[src/mma_pkg.sv]
package mma_pkg;

	localparam int DATA_W   = 32;
	localparam int BYTE_W   = 8;
	localparam int PAIR_W   = 2;
	localparam int NIB_W    = 4;
	localparam int MUL_W    = 16;
	localparam int SEL_W    = 2;
	localparam int MSB_POS  = 31;
	localparam int SEL3_POS = 6;
	localparam int SEL2_POS = 4;
	localparam int SEL1_POS = 2;
	localparam int SEL0_POS = 0;

	localparam logic [DATA_W-1:0] RESULT_RST = 32'h0000_0000;
	localparam logic              CARRY_RST  = 1'b0;
	localparam logic              ZERO_RST   = 1'b0;

	typedef enum logic [7:0] {
		OP_COPY        = 8'h01,
		OP_BYTE_SHUF   = 8'h02,
		OP_UMUL        = 8'h04,
		OP_SMUL        = 8'h08,
		OP_CARRY_MUX   = 8'h10,
		OP_INV_CARRY   = 8'h20,
		OP_PAIR_COPY   = 8'h40,
		OP_NIBBLE_COPY = 8'h80
	} mma_op_t;

endpackage
[src/mma_alu.sv]
`timescale 1ns/1ps
// Overview of operation
// - copy writes source to result; carry takes source bit 31
// - shuffle: result bytes are dst bytes indexed by source 2-bit fields
// - unsigned multiply of low halves; zero flag when either operand zero
// - signed multiply of low halves; zero flag as unsigned multiply
// - carry mux loads carry into dst bits under one mask bits
// - mux family carry update takes parity of the result
// - nonzero source bit pairs overwrite dst pairs, zero pairs keep dst
// - inverted carry mux loads not carry under mask; carry may take parity
// - nonzero source nibbles overwrite dst nibbles, zero nibbles keep dst
module mma_alu
	import mma_pkg::*;
(
	// clock and reset
	input  wire logic              clk,
	input  wire logic              rst,
	// operation request
	input  wire logic              op_valid,
	input  wire mma_op_t           op_sel,
	input  wire logic [DATA_W-1:0] d_in,
	input  wire logic [DATA_W-1:0] s_in,
	input  wire logic              write_carry,
	input  wire logic              write_zero,
	// result and flags
	output logic      [DATA_W-1:0] result_q,
	output logic                   result_valid_q,
	output logic                   carry_q,
	output logic                   zero_q
);

	logic        [DATA_W-1:0] result_d;
	logic        [DATA_W-1:0] pair_res;
	logic        [DATA_W-1:0] nib_res;
	logic        [DATA_W-1:0] shuf_res;
	logic        [DATA_W-1:0] umul_res;
	logic signed [DATA_W-1:0] smul_res;
	logic signed [DATA_W-1:0] smul_d;
	logic signed [DATA_W-1:0] smul_s;
	logic                     carry_calc;
	logic                     carry_ok;
	logic                     zero_calc;
	logic                     zero_ok;
	logic                     ops_zero;

	mma_field_copy #(.W(DATA_W), .F(PAIR_W)) u_pair (
		.src (s_in),
		.dst (d_in),
		.res (pair_res)
	);

	mma_field_copy #(.W(DATA_W), .F(NIB_W)) u_nibble (
		.src (s_in),
		.dst (d_in),
		.res (nib_res)
	);

	// byte index shifted up by three gives the bit offset
	assign shuf_res = {
		d_in[{s_in[SEL3_POS +: SEL_W], 3'h0} +: BYTE_W],
		d_in[{s_in[SEL2_POS +: SEL_W], 3'h0} +: BYTE_W],
		d_in[{s_in[SEL1_POS +: SEL_W], 3'h0} +: BYTE_W],
		d_in[{s_in[SEL0_POS +: SEL_W], 3'h0} +: BYTE_W]
	};

	assign umul_res = {{(DATA_W-MUL_W){1'b0}}, d_in[MUL_W-1:0]} *
	                  {{(DATA_W-MUL_W){1'b0}}, s_in[MUL_W-1:0]};
	// sign extended first so the product is formed at full width
	assign smul_d   = {{(DATA_W-MUL_W){d_in[MUL_W-1]}}, d_in[MUL_W-1:0]};
	assign smul_s   = {{(DATA_W-MUL_W){s_in[MUL_W-1]}}, s_in[MUL_W-1:0]};
	assign smul_res = smul_d * smul_s;
	// whole operands tested, not just the multiplied halves
	assign ops_zero = (s_in == '0) || (d_in == '0);

	always_comb begin
		result_d   = d_in;
		carry_calc = carry_q;
		carry_ok   = 1'b0;
		zero_calc  = zero_q;
		zero_ok    = 1'b0;
		unique case (op_sel)
			OP_COPY: begin
				result_d   = s_in;
				carry_calc = s_in[MSB_POS];
				carry_ok   = 1'b1;
				zero_calc  = (s_in == '0);
				zero_ok    = 1'b1;
			end
			OP_BYTE_SHUF: begin
				result_d = shuf_res;
			end
			OP_UMUL: begin
				result_d  = umul_res;
				zero_calc = ops_zero;
				zero_ok   = 1'b1;
			end
			OP_SMUL: begin
				result_d  = smul_res;
				zero_calc = ops_zero;
				zero_ok   = 1'b1;
			end
			OP_CARRY_MUX: begin
				result_d   = (~s_in & d_in) | (s_in & {DATA_W{carry_q}});
				carry_calc = ^result_d;
				carry_ok   = 1'b1;
				zero_calc  = (result_d == '0);
				zero_ok    = 1'b1;
			end
			OP_INV_CARRY: begin
				result_d   = (~s_in & d_in) | (s_in & {DATA_W{~carry_q}});
				carry_calc = ^result_d;
				carry_ok   = 1'b1;
				zero_calc  = (result_d == '0);
				zero_ok    = 1'b1;
			end
			OP_PAIR_COPY: begin
				result_d = pair_res;
			end
			OP_NIBBLE_COPY: begin
				result_d = nib_res;
			end
			default: begin
				// illegal select passes dst through, flags untouched
				result_d = d_in;
			end
		endcase
	end

	// result register, one cycle after the request
	always_ff @(posedge clk or posedge rst) begin
		if (rst) begin
			result_q <= RESULT_RST;
		end else if (op_valid) begin
			result_q <= result_d;
		end
	end

	always_ff @(posedge clk or posedge rst) begin
		if (rst) begin
			result_valid_q <= 1'b0;
		end else begin
			result_valid_q <= op_valid;
		end
	end

	// flags held here so back-to-back mux ops see the latest carry
	always_ff @(posedge clk or posedge rst) begin
		if (rst) begin
			carry_q <= CARRY_RST;
		end else if (op_valid && write_carry && carry_ok) begin
			carry_q <= carry_calc;
		end
	end

	always_ff @(posedge clk or posedge rst) begin
		if (rst) begin
			zero_q <= ZERO_RST;
		end else if (op_valid && write_zero && zero_ok) begin
			zero_q <= zero_calc;
		end
	end
endmodule

[src/mma_field_copy.sv]
`timescale 1ns/1ps
module mma_field_copy #(
	parameter int W = 32,
	parameter int F = 2
) (
	// operands
	input  wire logic [W-1:0] src,
	input  wire logic [W-1:0] dst,
	// merged word
	output logic      [W-1:0] res
);

	genvar g;
	generate
		for (g = 0; g < W / F; g++) begin : g_field
			// zero field in src keeps dst field
			assign res[g*F +: F] = (|src[g*F +: F]) ? src[g*F +: F]
			                                         : dst[g*F +: F];
		end
	endgenerate

endmodule

[config.mk]
export PLATFORM = sky130hd
export DESIGN_NAME = mma_alu
export DESIGN_NICKNAME = d
export VERILOG_FILES = /design/src/mma_pkg.sv /design/src/mma_alu.sv /design/src/mma_field_copy.sv
export SDC_FILE = /design/constraint.sdc
export NUM_CORES = 1
export LEC_CHECK = 0
export BUFFER_PORTS_ARGS = -buffer_cell sky130_fd_sc_hd__buf_2
export CAP_MARGIN = 20
export CORE_ASPECT_RATIO = 0.7
export CORE_MARGIN = 1
export CORE_UTILIZATION = 39
export DETAILED_ROUTE_END_ITERATION = 12
export MAX_ROUTING_LAYER = met4
export PLACE_DENSITY = 0.61
export SYNTH_ARGS = -nofsm -noshare
export SYNTH_HDL_FRONTEND = slang
export SYNTH_SLANG_ARGS = --single-unit
[constraint.sdc]
create_clock -name clk -period 2.5 [get_ports clk]
set_input_delay 0.5 -clock clk [delete_from_list [all_inputs] [get_ports clk]]
set_output_delay 0.5 -clock clk [all_outputs]
set_load 0.005 [all_outputs]
**Word level (Yosys, flattened, before mapping)**

Index checks and enable logic that the tools add are counted.

- Register bits after elaboration: 35

- Multipliers: 2
- Reduce and logical (&&, ||, !) cells: 42
- Multiplexer cells: 29
- Equality and inequality tests: 8
- Shifts and indexed selects: 4
- Bitwise operators: 7

Operator list:

| operator | count |
|---|---|
| one-hot mux 32 bit (8 select lines) | 1 |
| logical NOT 32 bit | 4 |
| variable part select 32 x 6 -> 8 bit | 4 |
| AND 32 bit | 3 |
| multiplier 16 x 16 -> 32 bit | 2 |
| bitwise OR 32 bit | 2 |
| XOR reduction 32 bit | 2 |
| OR reduction 2 bit | 17 |
| two-way mux 2 bit | 16 |
| two-way mux 4 bit | 8 |
| inverter 32 bit | 1 |
| OR reduction 4 bit | 8 |
| == test 8 x 1 -> 1 bit (second input constant) | 1 |
| == test 8 x 2 -> 1 bit (second input constant) | 1 |
| == test 8 x 3 -> 1 bit (second input constant) | 1 |
| == test 8 x 4 -> 1 bit (second input constant) | 1 |
| == test 8 x 5 -> 1 bit (second input constant) | 1 |
| == test 8 x 6 -> 1 bit (second input constant) | 1 |
| == test 8 x 7 -> 1 bit (second input constant) | 1 |
| == test 8 bit (second input constant) | 1 |
| OR reduction 5 bit | 1 |
| logical AND 1 bit | 4 |
| one-hot mux 1 bit (4 select lines) | 1 |
| AND reduction 2 bit | 2 |
| other kinds (7) | 8 |

**Longest topological paths before layout**

Gate-level depths: netlist of the first run.

- Depth in word-level cells: 5
- Gate-level depth with buffers: 28
- Depth with buffers taken out: 25

**Cells and area by module**

Synthesis of the first run repeated with hierarchy kept, for this count alone.

- Cell total of the unflattened synthesis: 2479
- Area total of the unflattened synthesis: 20784.9 um^2

By module, submodules not included:

| module | cells an instance | area an instance (um^2) | seq. area each (um^2) | instances |
|---|---|---|---|---|
| mma_alu | 2335 | 20004.2 | 875.8 | 1 |
| mma_field_copy at u_nibble | 80 | 460.4 | 0.0 | 1 |
| mma_field_copy at u_pair | 64 | 320.3 | 0.0 | 1 |

**Worst setup path before layout of the first run**

Ideal clock, no wire load.

- Path type: in2reg
- Start point: in s_in[2]
- End point: reg result_q[29]
- Cell stages on the path: 27
- Arrival time: 6.956 ns
- Path slack: -4.580 ns
- Required time: 2.376 ns
- Cells stage by stage: clkbuf_1 clkbuf_1 clkbuf_1 clkbuf_1 nand2_1 fa_1 fa_1 inv_1 fa_1 inv_1 fa_1 inv_1 fa_1 inv_1 fa_1 inv_1 ha_1 a21oi_1 o21ai_0 a21oi_1 o21ai_1 a221o_1 a41oi_1 a21oi_1 nor3_1 nor3_1 o31a_1

- Longest elaborated chain between the ends: 2

Ends and longest elaborated chain:

| item | line | RTL |
|---|---|---|
| from (decl) | mma_alu.sv:22 | `input wire logic [DATA_W-1:0] s_in,` |
| multiplier 16 x 16 -> 32 bit (on tied branches) | mma_alu.sv:71, mma_alu.sv:66 |  |
| one-hot mux 32 bit (8 select lines) (*) | mma_alu.sv:81 | `unique case (op_sel)` |
| to (signal assigned) | mma_alu.sv:134 | `result_q <= result_d;` |
| to (decl) | mma_alu.sv:26 | `output logic [DATA_W-1:0] result_q,` |

Mark *: on every way between the ends. The rest lies on a longest branch, timed or not.
A chain may end at the register's enable or synchronous reset.

**Worst setup path in the final report of the first run**

- Start point: in d_in[8]
- End point: reg result_q[31]

- Longest elaborated chain between the ends: 2

Ends and longest elaborated chain:

| item | line | RTL |
|---|---|---|
| from (decl) | mma_alu.sv:21 | `input wire logic [DATA_W-1:0] d_in,` |
| multiplier 16 x 16 -> 32 bit (on tied branches) | mma_alu.sv:71, mma_alu.sv:66 |  |
| one-hot mux 32 bit (8 select lines) (*) | mma_alu.sv:81 |  |

Marks and branches as above.

==> reports/metrics.yaml, run 1 <==
run_status:
  outcome: "finished, violations left"
  violations: "setup timing"
die:
  die_h_um: 191
  die_w_um: 272
  start_util_pct: 39.9
  dieArea_um2: 51900
  coreArea_um2: 49900
  ios: 112
  rows: 68
grt:
  grt_pass1_vias: 20609
  grtUsageTotal_pct: 34.2
  grt_max_degree: 38
  antenna_found_initial: 2
  grt-ovfl-total: 0
  grt_pass1_wl_um: 129000
logic_synthesis:
  syn-instance-count: 2307
  synth_flop_cell: "dfrtp_1"
  synthTopCellsByArea: "fa_1, ha_1, inv_1"
  syn_area_per_cell_um2: 8.63
  synthesis.nets: 2934
  yosysTopAreaCellShare_pct: 36.8
  synth-edff-count: 0
  synthArstFlopShare_pct: 100
  syn_area_um2: 19900
  yosys.area.top_type: "fa_1"
  synthDistinctLibCells: 71
  synth-seq-cells: 35
  ys_warn_count: 0
  synth.yosys.seq_area_share_pct: 4.40
timing:
  period_minus_slack_ns: 6.20
  finClkSkew_ns: 0.0127
  hold_viol_final: 0
  finalCritPeriodShare_pct: 248
  rsz0062_at_grt: "yes"
  worst_slew_pin_slew_ns: 0.745
  setup_viol_count_final: 28
  fmax_ghz: 0.161
  setup_ws_ns: -3.70
  finalMaxSlewViolations: 0
  maxSlewHeadroom_pct: 49.8
  setup_tns_ns: -87.06
cts:
  cts.sinks: 35
  root_buffer: "clkbuf_16"
  cts_buffer_depth: 2
  clk_latency_ns: 0.31
  htreeDepth: 2
  cts.clk_slew.worst_paths_ns: 0.08
  cts_tree: "built"
  cts_buffers: 5
routing:
  via_per_inst: 5.64
  postRouteAntennaNets: 0
  drc: 0
  wl_per_cell_um: 24.2
  vias: 20013
  drt_iter0_markers: 2517
  routed_wl_um: 85800
  firstDrtPassIters: 6
worst_hold_path:
  hp-class: "in -> async"
final_layout:
  register_area_um2: 877
  multi_input_area_um2: 18400
  syn2layout_area_growth_pct: 40.9
  fillers: 4406
  drive_above_1_share_pct: 36.7
  final_nets: 3506
  final_cell_mix: "buf_4, inv_1, fa_1, nand2_1, ha_1"
  mostFrequentLayoutCell: "buf_4"
flow_run:
  drv_cap: 0
place:
  place.detailed.hpwl_um: 70400
  port_buffers: 111
  gp_congestion: 1.10
critical_path:
  rr_startpoint: "carry_q"
  start_kind: "input port"
  r2r-end: "carry_q"
  reg2reg_slack_ns: 0.04
  cp_data_required_time_ns: 2.73
  r2r_cells: 11
  end_kind: "flop"
  critPathKind: "in -> reg"
  critPathMaxFanout: 7
  crit_arrival_ns: 6.43
==> synthesized netlist by cell type (7+ instances only) <==
cell	number
a211oi_1	11
nand2_1	223
mux4_2	32
a31oi_1	32
dfrtp_1	35
xnor2_1	63
inv_1	502
a32oi_1	7
fa_1	366
o21ai_0	88
a221oi_1	11
o21a_1	8
a21o_1	19
nand2b_1	27
mux2i_1	12
nand3_1	15
a21oi_1	112
o21ai_1	17
nand4_1	12
nor3_1	12
o221ai_1	12
o211ai_1	11
ha_1	184
nor4_1	16
xor2_1	16
o22ai_1	13
nor2b_1	29
and3_1	9
and2_1	114
a21boi_0	8
or3_1	11
a41oi_1	8
buf_1	9
clkbuf_1	102
nor2_1	65
==> per-layer routing <==
metal	track usage (%)	part of all wire [%]	vias to the layer above	routed length, um
met2	47.0	40	1182	34100
met1	49.3	44	10049	37700
met5	-	0	-	0
met3	9.17	13	215	10800
li1	-	-	8567	-
met4	8.75	3.6	0	3090
==> layout make-up <==
type | count | share of cell area (%)
diodes | 2 | 0.0179
clock buffers | 5 | 0.446
clock inverters | 3 | 0.0714
inverters | 503 | 6.76
multi-input cells | 1651 | 65.8
flip-flops and latches | 35 | 3.13
well taps | 665 | 2.97
repair buffers | 683 | 20.8
==> worst max-delay path, cell delays in order <==
cell      delay, ns
buf_12         0.12
buf_8          0.12
nand2_4        0.05
fa_2           0.57
fa_1           0.41
buf_4          0.15
fa_1           0.51
inv_2          0.05
fa_2           0.47
fa_1           0.52
inv_2          0.04
fa_2           0.53
inv_2          0.05
ha_4           0.17
a21o_1         0.18
a21oi_2        0.17
o21ai_2        0.08
a22o_1         0.20
or4_4          0.43
o211ai_1       0.32
buf_4          0.17
o21ai_2        0.06
buf_4          0.14
nor2_1         0.09
nand3_1        0.14
a31oi_1        0.16
==> metrics by stage <==
| stage | cells | util (%) | hold WS, ns | area [um2] | setup WS, ns |
|---|---|---|---|---|---|
| 2_1_floorplan | 2307 | - | 0.478 | 20700 | -3.71 |
| 3_3_place_gp | 3467 | 50.7 | 0.476 | 25300 | -4.29 |
| 3_5_place_dp | 3467 | 50.7 | 0.483 | 25300 | -4.43 |
| 4_1_cts | 3527 | 54.4 | 0.331 | 27100 | -3.63 |
| 5_1_grt | 3547 | 56.2 | 0.373 | 28000 | -3.83 |
| 6_report | 3547 | 56.2 | 0.318 | 28000 | -3.70 |
==> what timing repair did <==
item | CTS | global route
setup buffers | 56 | 20
pin swaps | 120 | 133
gates cloned | 3 | 1
hold endpoints to repair | 0 | 0
resized for setup | 303 | 168
hold buffers | 0 | 0
setup endpoints to repair | 33 | 33
==> worst max-delay path by stage <==
stage / cells after the start / end / slack (ns) / from
after CTS: 24 / result_q[29] / -3.63 / d_in[13]
final: 26 / result_q[31] / -3.70 / d_in[8]
after detailed placement: 23 / result_q[18] / -4.43 / s_in[7]
after floorplan: 22 / result_q[29] / -3.71 / s_in[2]
after global placement: 23 / result_q[18] / -4.29 / s_in[7]
after global routing: 26 / result_q[31] / -3.83 / d_in[8]
==> sequential cells by signal (all words and copies together), names as in the netlist <==
name,cells
carry_q,1
zero_q,1
result_q,32
result_valid_q,1
==> logic make-up (layout without fill, tap and decap cells) <==
logic type	after synthesis	after routing	share of synthesized area, %
AO/OA/AOI/OAI	414	414	13.4
XOR/XNOR	79	79	3.48
adder cells (fa/ha/maj)	550	550	48.4
buffers and inverters	621	1194	11.8
flip-flops	35	35	4.40
multiplexers	46	46	4.34
other	0	2	0
AND/OR/NAND/NOR	562	562	14.2
Power of run 1 is not shown: default switching activity piles up to over one toggle a cycle in this logic, so the estimate is an artifact.
==> inputs of run 2 (changes only) <==
--- a/config.mk
+++ b/config.mk
@@ -9,10 +9,10 @@
 export CAP_MARGIN = 20
 export CORE_ASPECT_RATIO = 0.7
 export CORE_MARGIN = 1
-export CORE_UTILIZATION = 39
+export CORE_UTILIZATION = 45
 export DETAILED_ROUTE_END_ITERATION = 12
 export MAX_ROUTING_LAYER = met4
-export PLACE_DENSITY = 0.61
+export PLACE_DENSITY = 0.68
 export SYNTH_ARGS = -nofsm -noshare
 export SYNTH_HDL_FRONTEND = slang
 export SYNTH_SLANG_ARGS = --single-unit
==> reports/metrics.yaml, run 2 (same netlist as run 1, synthesis figures left out) <==
worst_hold_path:
  hp-class: "in -> async"
grt:
  grtUsageTotal_pct: 38.0
  grt_max_degree: 36
  grt_pass1_vias: 20710
  grt-ovfl-total: 0
  grt_pass1_wl_um: 123000
  antenna_found_initial: 2
final_layout:
  top_register: "result_q"
  final_cell_mix: "buf_4, inv_1, fa_1, nand2_1, ha_1"
  mostFrequentLayoutCell: "buf_4"
  syn2layout_area_growth_pct: 38.7
  largest_reg_flops: 32
  final_nets: 3488
  drive_above_1_share_pct: 36.3
critical_path:
  critPathMaxFanout: 7
  cp_data_required_time_ns: 2.69
  start_kind: "input port"
  path_delay_family: "adder cells"
  critPathBufInv: 8
  cp_slowest_cell: "fa_1"
  critPathKind: "in -> reg"
  end_kind: "flop"
  slowest_delay_ns: 0.55
  path_common_cell: "fa_1"
  crit_arrival_ns: 6.36
routing:
  postRouteAntennaNets: 0
  drt_iter0_markers: 2444
  drc: 0
  wl_per_cell_um: 23.5
  vias: 19906
  via_per_inst: 5.76
  routed_wl_um: 81400
  firstDrtPassIters: 6
cts:
  root_buffer: "clkbuf_16"
  cts_buffer_depth: 2
  cts.clk_slew.worst_paths_ns: 0.08
  cts_tree: "built"
  htreeDepth: 2
  clk_latency_ns: 0.32
  cts.sinks: 35
  cts_buffers: 5
timing:
  period_minus_slack_ns: 6.17
  setup_ws_ns: -3.67
  hold_viol_final: 0
  finalMaxSlewViolations: 0
  rsz0062_at_grt: "yes"
  finalCritPeriodShare_pct: 247
  worst_slew_pin_slew_ns: 0.590
  finClkSkew_ns: 0.0161
  setup_viol_count_final: 31
  maxSlewHeadroom_pct: 60.3
  fmax_ghz: 0.162
run_status:
  outcome: "finished, violations left"
  violations: "setup timing"
flow_run:
  drv_cap: 0
die:
  dieArea_um2: 45100
  die_h_um: 178
  ios: 112
  start_util_pct: 45.6
  die_w_um: 253
  coreArea_um2: 43600
  rows: 64
place:
  post-place-ws_ns: -4.12
  place.detailed.hpwl_um: 66800
  gp_congestion: 1.05
  port_buffers: 111
==> run 2: final timing paths <==
kind                            depth (start not counted)  slack [ns]          from      endpoint
worst min-delay path                                    3        0.31           rst        zero_q
worst max register to register                         12       -0.04       carry_q        zero_q
worst max-delay path                                   26       -3.67       d_in[8]  result_q[31]
max in group asynchronous                               3        1.75           rst  result_q[20]
worst min register to register                          2        0.51  result_q[12]  result_q[12]
min in group clk                                        2        0.45   write_carry       carry_q
==> run 2: worst register-to-register path, stage by stage (launching register included) <==
cell and delay (ns):
dfrtp_1 0.45, buf_12 0.18, nand2_1 0.08, a21boi_0 0.35, ha_1 0.24, nand4_1 0.09
nor2_1 0.14, nand4_1 0.12, nor4b_1 0.32, a21oi_1 0.12, o211ai_1 0.16, a21oi_1 0.06
nor2_1 0.15
==> run 2: area by class of cell <==
type	instances	area [um2]
clock inverter	2	12.5
clock buffer	6	129
timing repair buffer	665	5500
antenna	2	5.00
multi-input combinational	1651	18400
fill	3598	16000
tap	594	743
sequential	35	876
inverter	503	1890
==> run 2: timing repair <==
| action | 4_1_cts | 5_1_grt |
|---|---|---|
| gates cloned | 0 | 1 |
| hold buffers | 0 | 0 |
| gates resized for setup | 267 | 196 |
| setup buffers | 33 | 29 |
| pin swaps | 159 | 154 |
| endpoints found under the setup margin | 33 | 34 |
==> run 2: stage by stage <==
step	cell area [um2]	hold WS (ns)	setup TNS (ns)	util, %	instances
after floorplan	20700	0.478	-86.36	-	2307
after global placement	25100	0.476	-104.12	57.5	3394
after detailed placement	25100	0.480	-105.67	57.5	3394
after CTS	26600	0.324	-88.34	61.0	3431
after global routing	27600	0.365	-93.27	63.2	3458
final	27600	0.310	-88.83	63.2	3458
==> run 2: routing by layer <==
metal / global-route usage [%] / part of all wire [%] / up-vias
met4: 13.1 / 3.8 / 0
met1: 51.0 / 40 / 9862
met2: 55.5 / 43 / 1280
met5: - / 0 / -
li1: - / - / 8533
met3: 9.99 / 13 / 231
Power of run 2 is left out for the same reason.
==> inputs of run 3 (changes only) <==
--- a/config.mk
+++ b/config.mk
@@ -10,6 +10,7 @@
 export CORE_ASPECT_RATIO = 0.7
 export CORE_MARGIN = 1
 export CORE_UTILIZATION = 45
+export CTS_BUF_LIST = sky130_fd_sc_hd__clkbuf_4 sky130_fd_sc_hd__clkbuf_8 sky130_fd_sc_hd__clkbuf_16
 export DETAILED_ROUTE_END_ITERATION = 12
 export MAX_ROUTING_LAYER = met4
 export PLACE_DENSITY = 0.68
==> reports/metrics.yaml, run 3 (same netlist as run 1, synthesis figures left out) <==
run_status:
  outcome: "finished, violations left"
  violations: "setup timing"
die:
  start_util_pct: 45.6
  rows: 64
  coreArea_um2: 43600
  die_h_um: 178
  dieArea_um2: 45100
  die_w_um: 253
  ios: 112
timing:
  period_minus_slack_ns: 6.17
  worst_slew_pin_slew_ns: 0.605
  fin_hold_ws_ns: 0.311
  finalCritPeriodShare_pct: 247
  setup_ws_ns: -3.67
  finClkSkew_ns: 0.0165
  rsz0062_at_grt: "yes"
  fmax_ghz: 0.162
  maxSlewHeadroom_pct: 59.6
  finalMaxSlewViolations: 0
  setup_viol_count_final: 31
  hold_viol_final: 0
routing:
  firstDrtPassIters: 6
  routed_wl_um: 81400
  vias: 19931
  postRouteAntennaNets: 0
  wl_per_cell_um: 23.5
  via_per_inst: 5.76
  drc: 0
  drt_iter0_markers: 2452
critical_path:
  reg2reg_slack_ns: -0.01
  slowest_delay_ns: 0.55
  crit_arrival_ns: 6.36
  critPathKind: "in -> reg"
  path_common_cell: "fa_1"
  critPathBufInv: 8
  r2r-end: "zero_q"
  critPathMaxFanout: 6
  end_kind: "flop"
  r2r_cells: 12
  rr_startpoint: "carry_q"
  start_kind: "input port"
  cp_data_required_time_ns: 2.69
  cp_slowest_cell: "fa_1"
  path_delay_family: "adder cells"
worst_hold_path:
  hp-class: "in -> async"
grt:
  grt_pass1_vias: 20710
  grt_max_degree: 36
  antenna_found_initial: 2
  grt-ovfl-total: 0
  grt_pass1_wl_um: 123000
  grtUsageTotal_pct: 38.0
cts:
  cts_tree: "built"
  cts_buffers: 5
  cts_hold_buf: 0
  htreeDepth: 2
  root_buffer: "clkbuf_16"
  cts.clk_slew.worst_paths_ns: 0.08
  cts_buffer_depth: 2
  cts.sinks: 35
  clk_latency_ns: 0.32
final_layout:
  top_register: "result_q"
  largest_reg_flops: 32
  final_nets: 3488
  register_area_um2: 876
  syn2layout_area_growth_pct: 38.7
  final_cell_mix: "buf_4, inv_1, fa_1, nand2_1, ha_1"
  drive_above_1_share_pct: 36.3
  mostFrequentLayoutCell: "buf_4"
  multi_input_area_um2: 18400
  fillers: 3599
place:
  port_buffers: 111
  place.detailed.hpwl_um: 66800
  gp_congestion: 1.05
flow_run:
  drv_cap: 0
run 3: cell counts in the layout (fill, tap and decap cells not counted):
No cell type changed its count.
run 3: through the flow:
stage | cell area (um2) | worst slack, ns | utilization (%) | setup TNS (ns) | instances
6_report | 27600 | -3.67 | 63.2 | -88.84 | 3458
5_1_grt | 27600 | -3.85 | 63.2 | -93.27 | 3458
4_1_cts | 26600 | -3.68 | 61.0 | -88.34 | 3431
3_5_place_dp | 25100 | -4.12 | 57.5 | -105.67 | 3394
3_3_place_gp | 25100 | -4.09 | 57.5 | -104.12 | 3394
2_1_floorplan | 20700 | -3.71 | - | -86.36 | 2307
run 3: worst max path at each step:
stage,startpoint,to,slack (ns),cells past startpoint
global placement,s_in[10],result_q[25],-4.09,26
CTS,d_in[5],result_q[31],-3.68,23
finish,d_in[9],result_q[31],-3.67,26
floorplan,s_in[2],result_q[29],-3.71,22
detailed placement,d_in[12],result_q[31],-4.12,25
global route,s_in[3],result_q[31],-3.85,27
run 3: timing repair:
item	in CTS	in global routing
pin swaps	159	154
gates resized for setup	267	196
buffers inserted	33	29
setup endpoints to repair	33	34
cloned	0	1
run 3: worst register-to-register path, delay by kind of cell (launching register included):
kind | cells | cell delay (ns)
adder cells (fa/ha/maj) | 1 | 0.23
buffers and inverters | 1 | 0.18
flip-flops | 1 | 0.45
AND/OR/NAND/NOR | 6 | 0.90
AO/OA/AOI/OAI | 4 | 0.68
run 3: layout make-up:
type                       count  area share, %
antenna                        2         0.0181
clock buffer                   6          0.481
clock inverter                 2         0.0453
inverter                     503           6.85
multi-input combinational   1651           66.8
sequential                    35           3.17
tap                          594           2.69
timing repair buffer         665           19.9
run 3: metal layers:
layer  up-vias  GRT usage, %  wire (um)
met2      1292          55.5      35000
met3       254          9.99      10500
li1       8532             -          -
met4         0          13.1       3220
met5         -             -          0
met1      9853          51.0      32600
Power of run 3 is left out for the same reason.
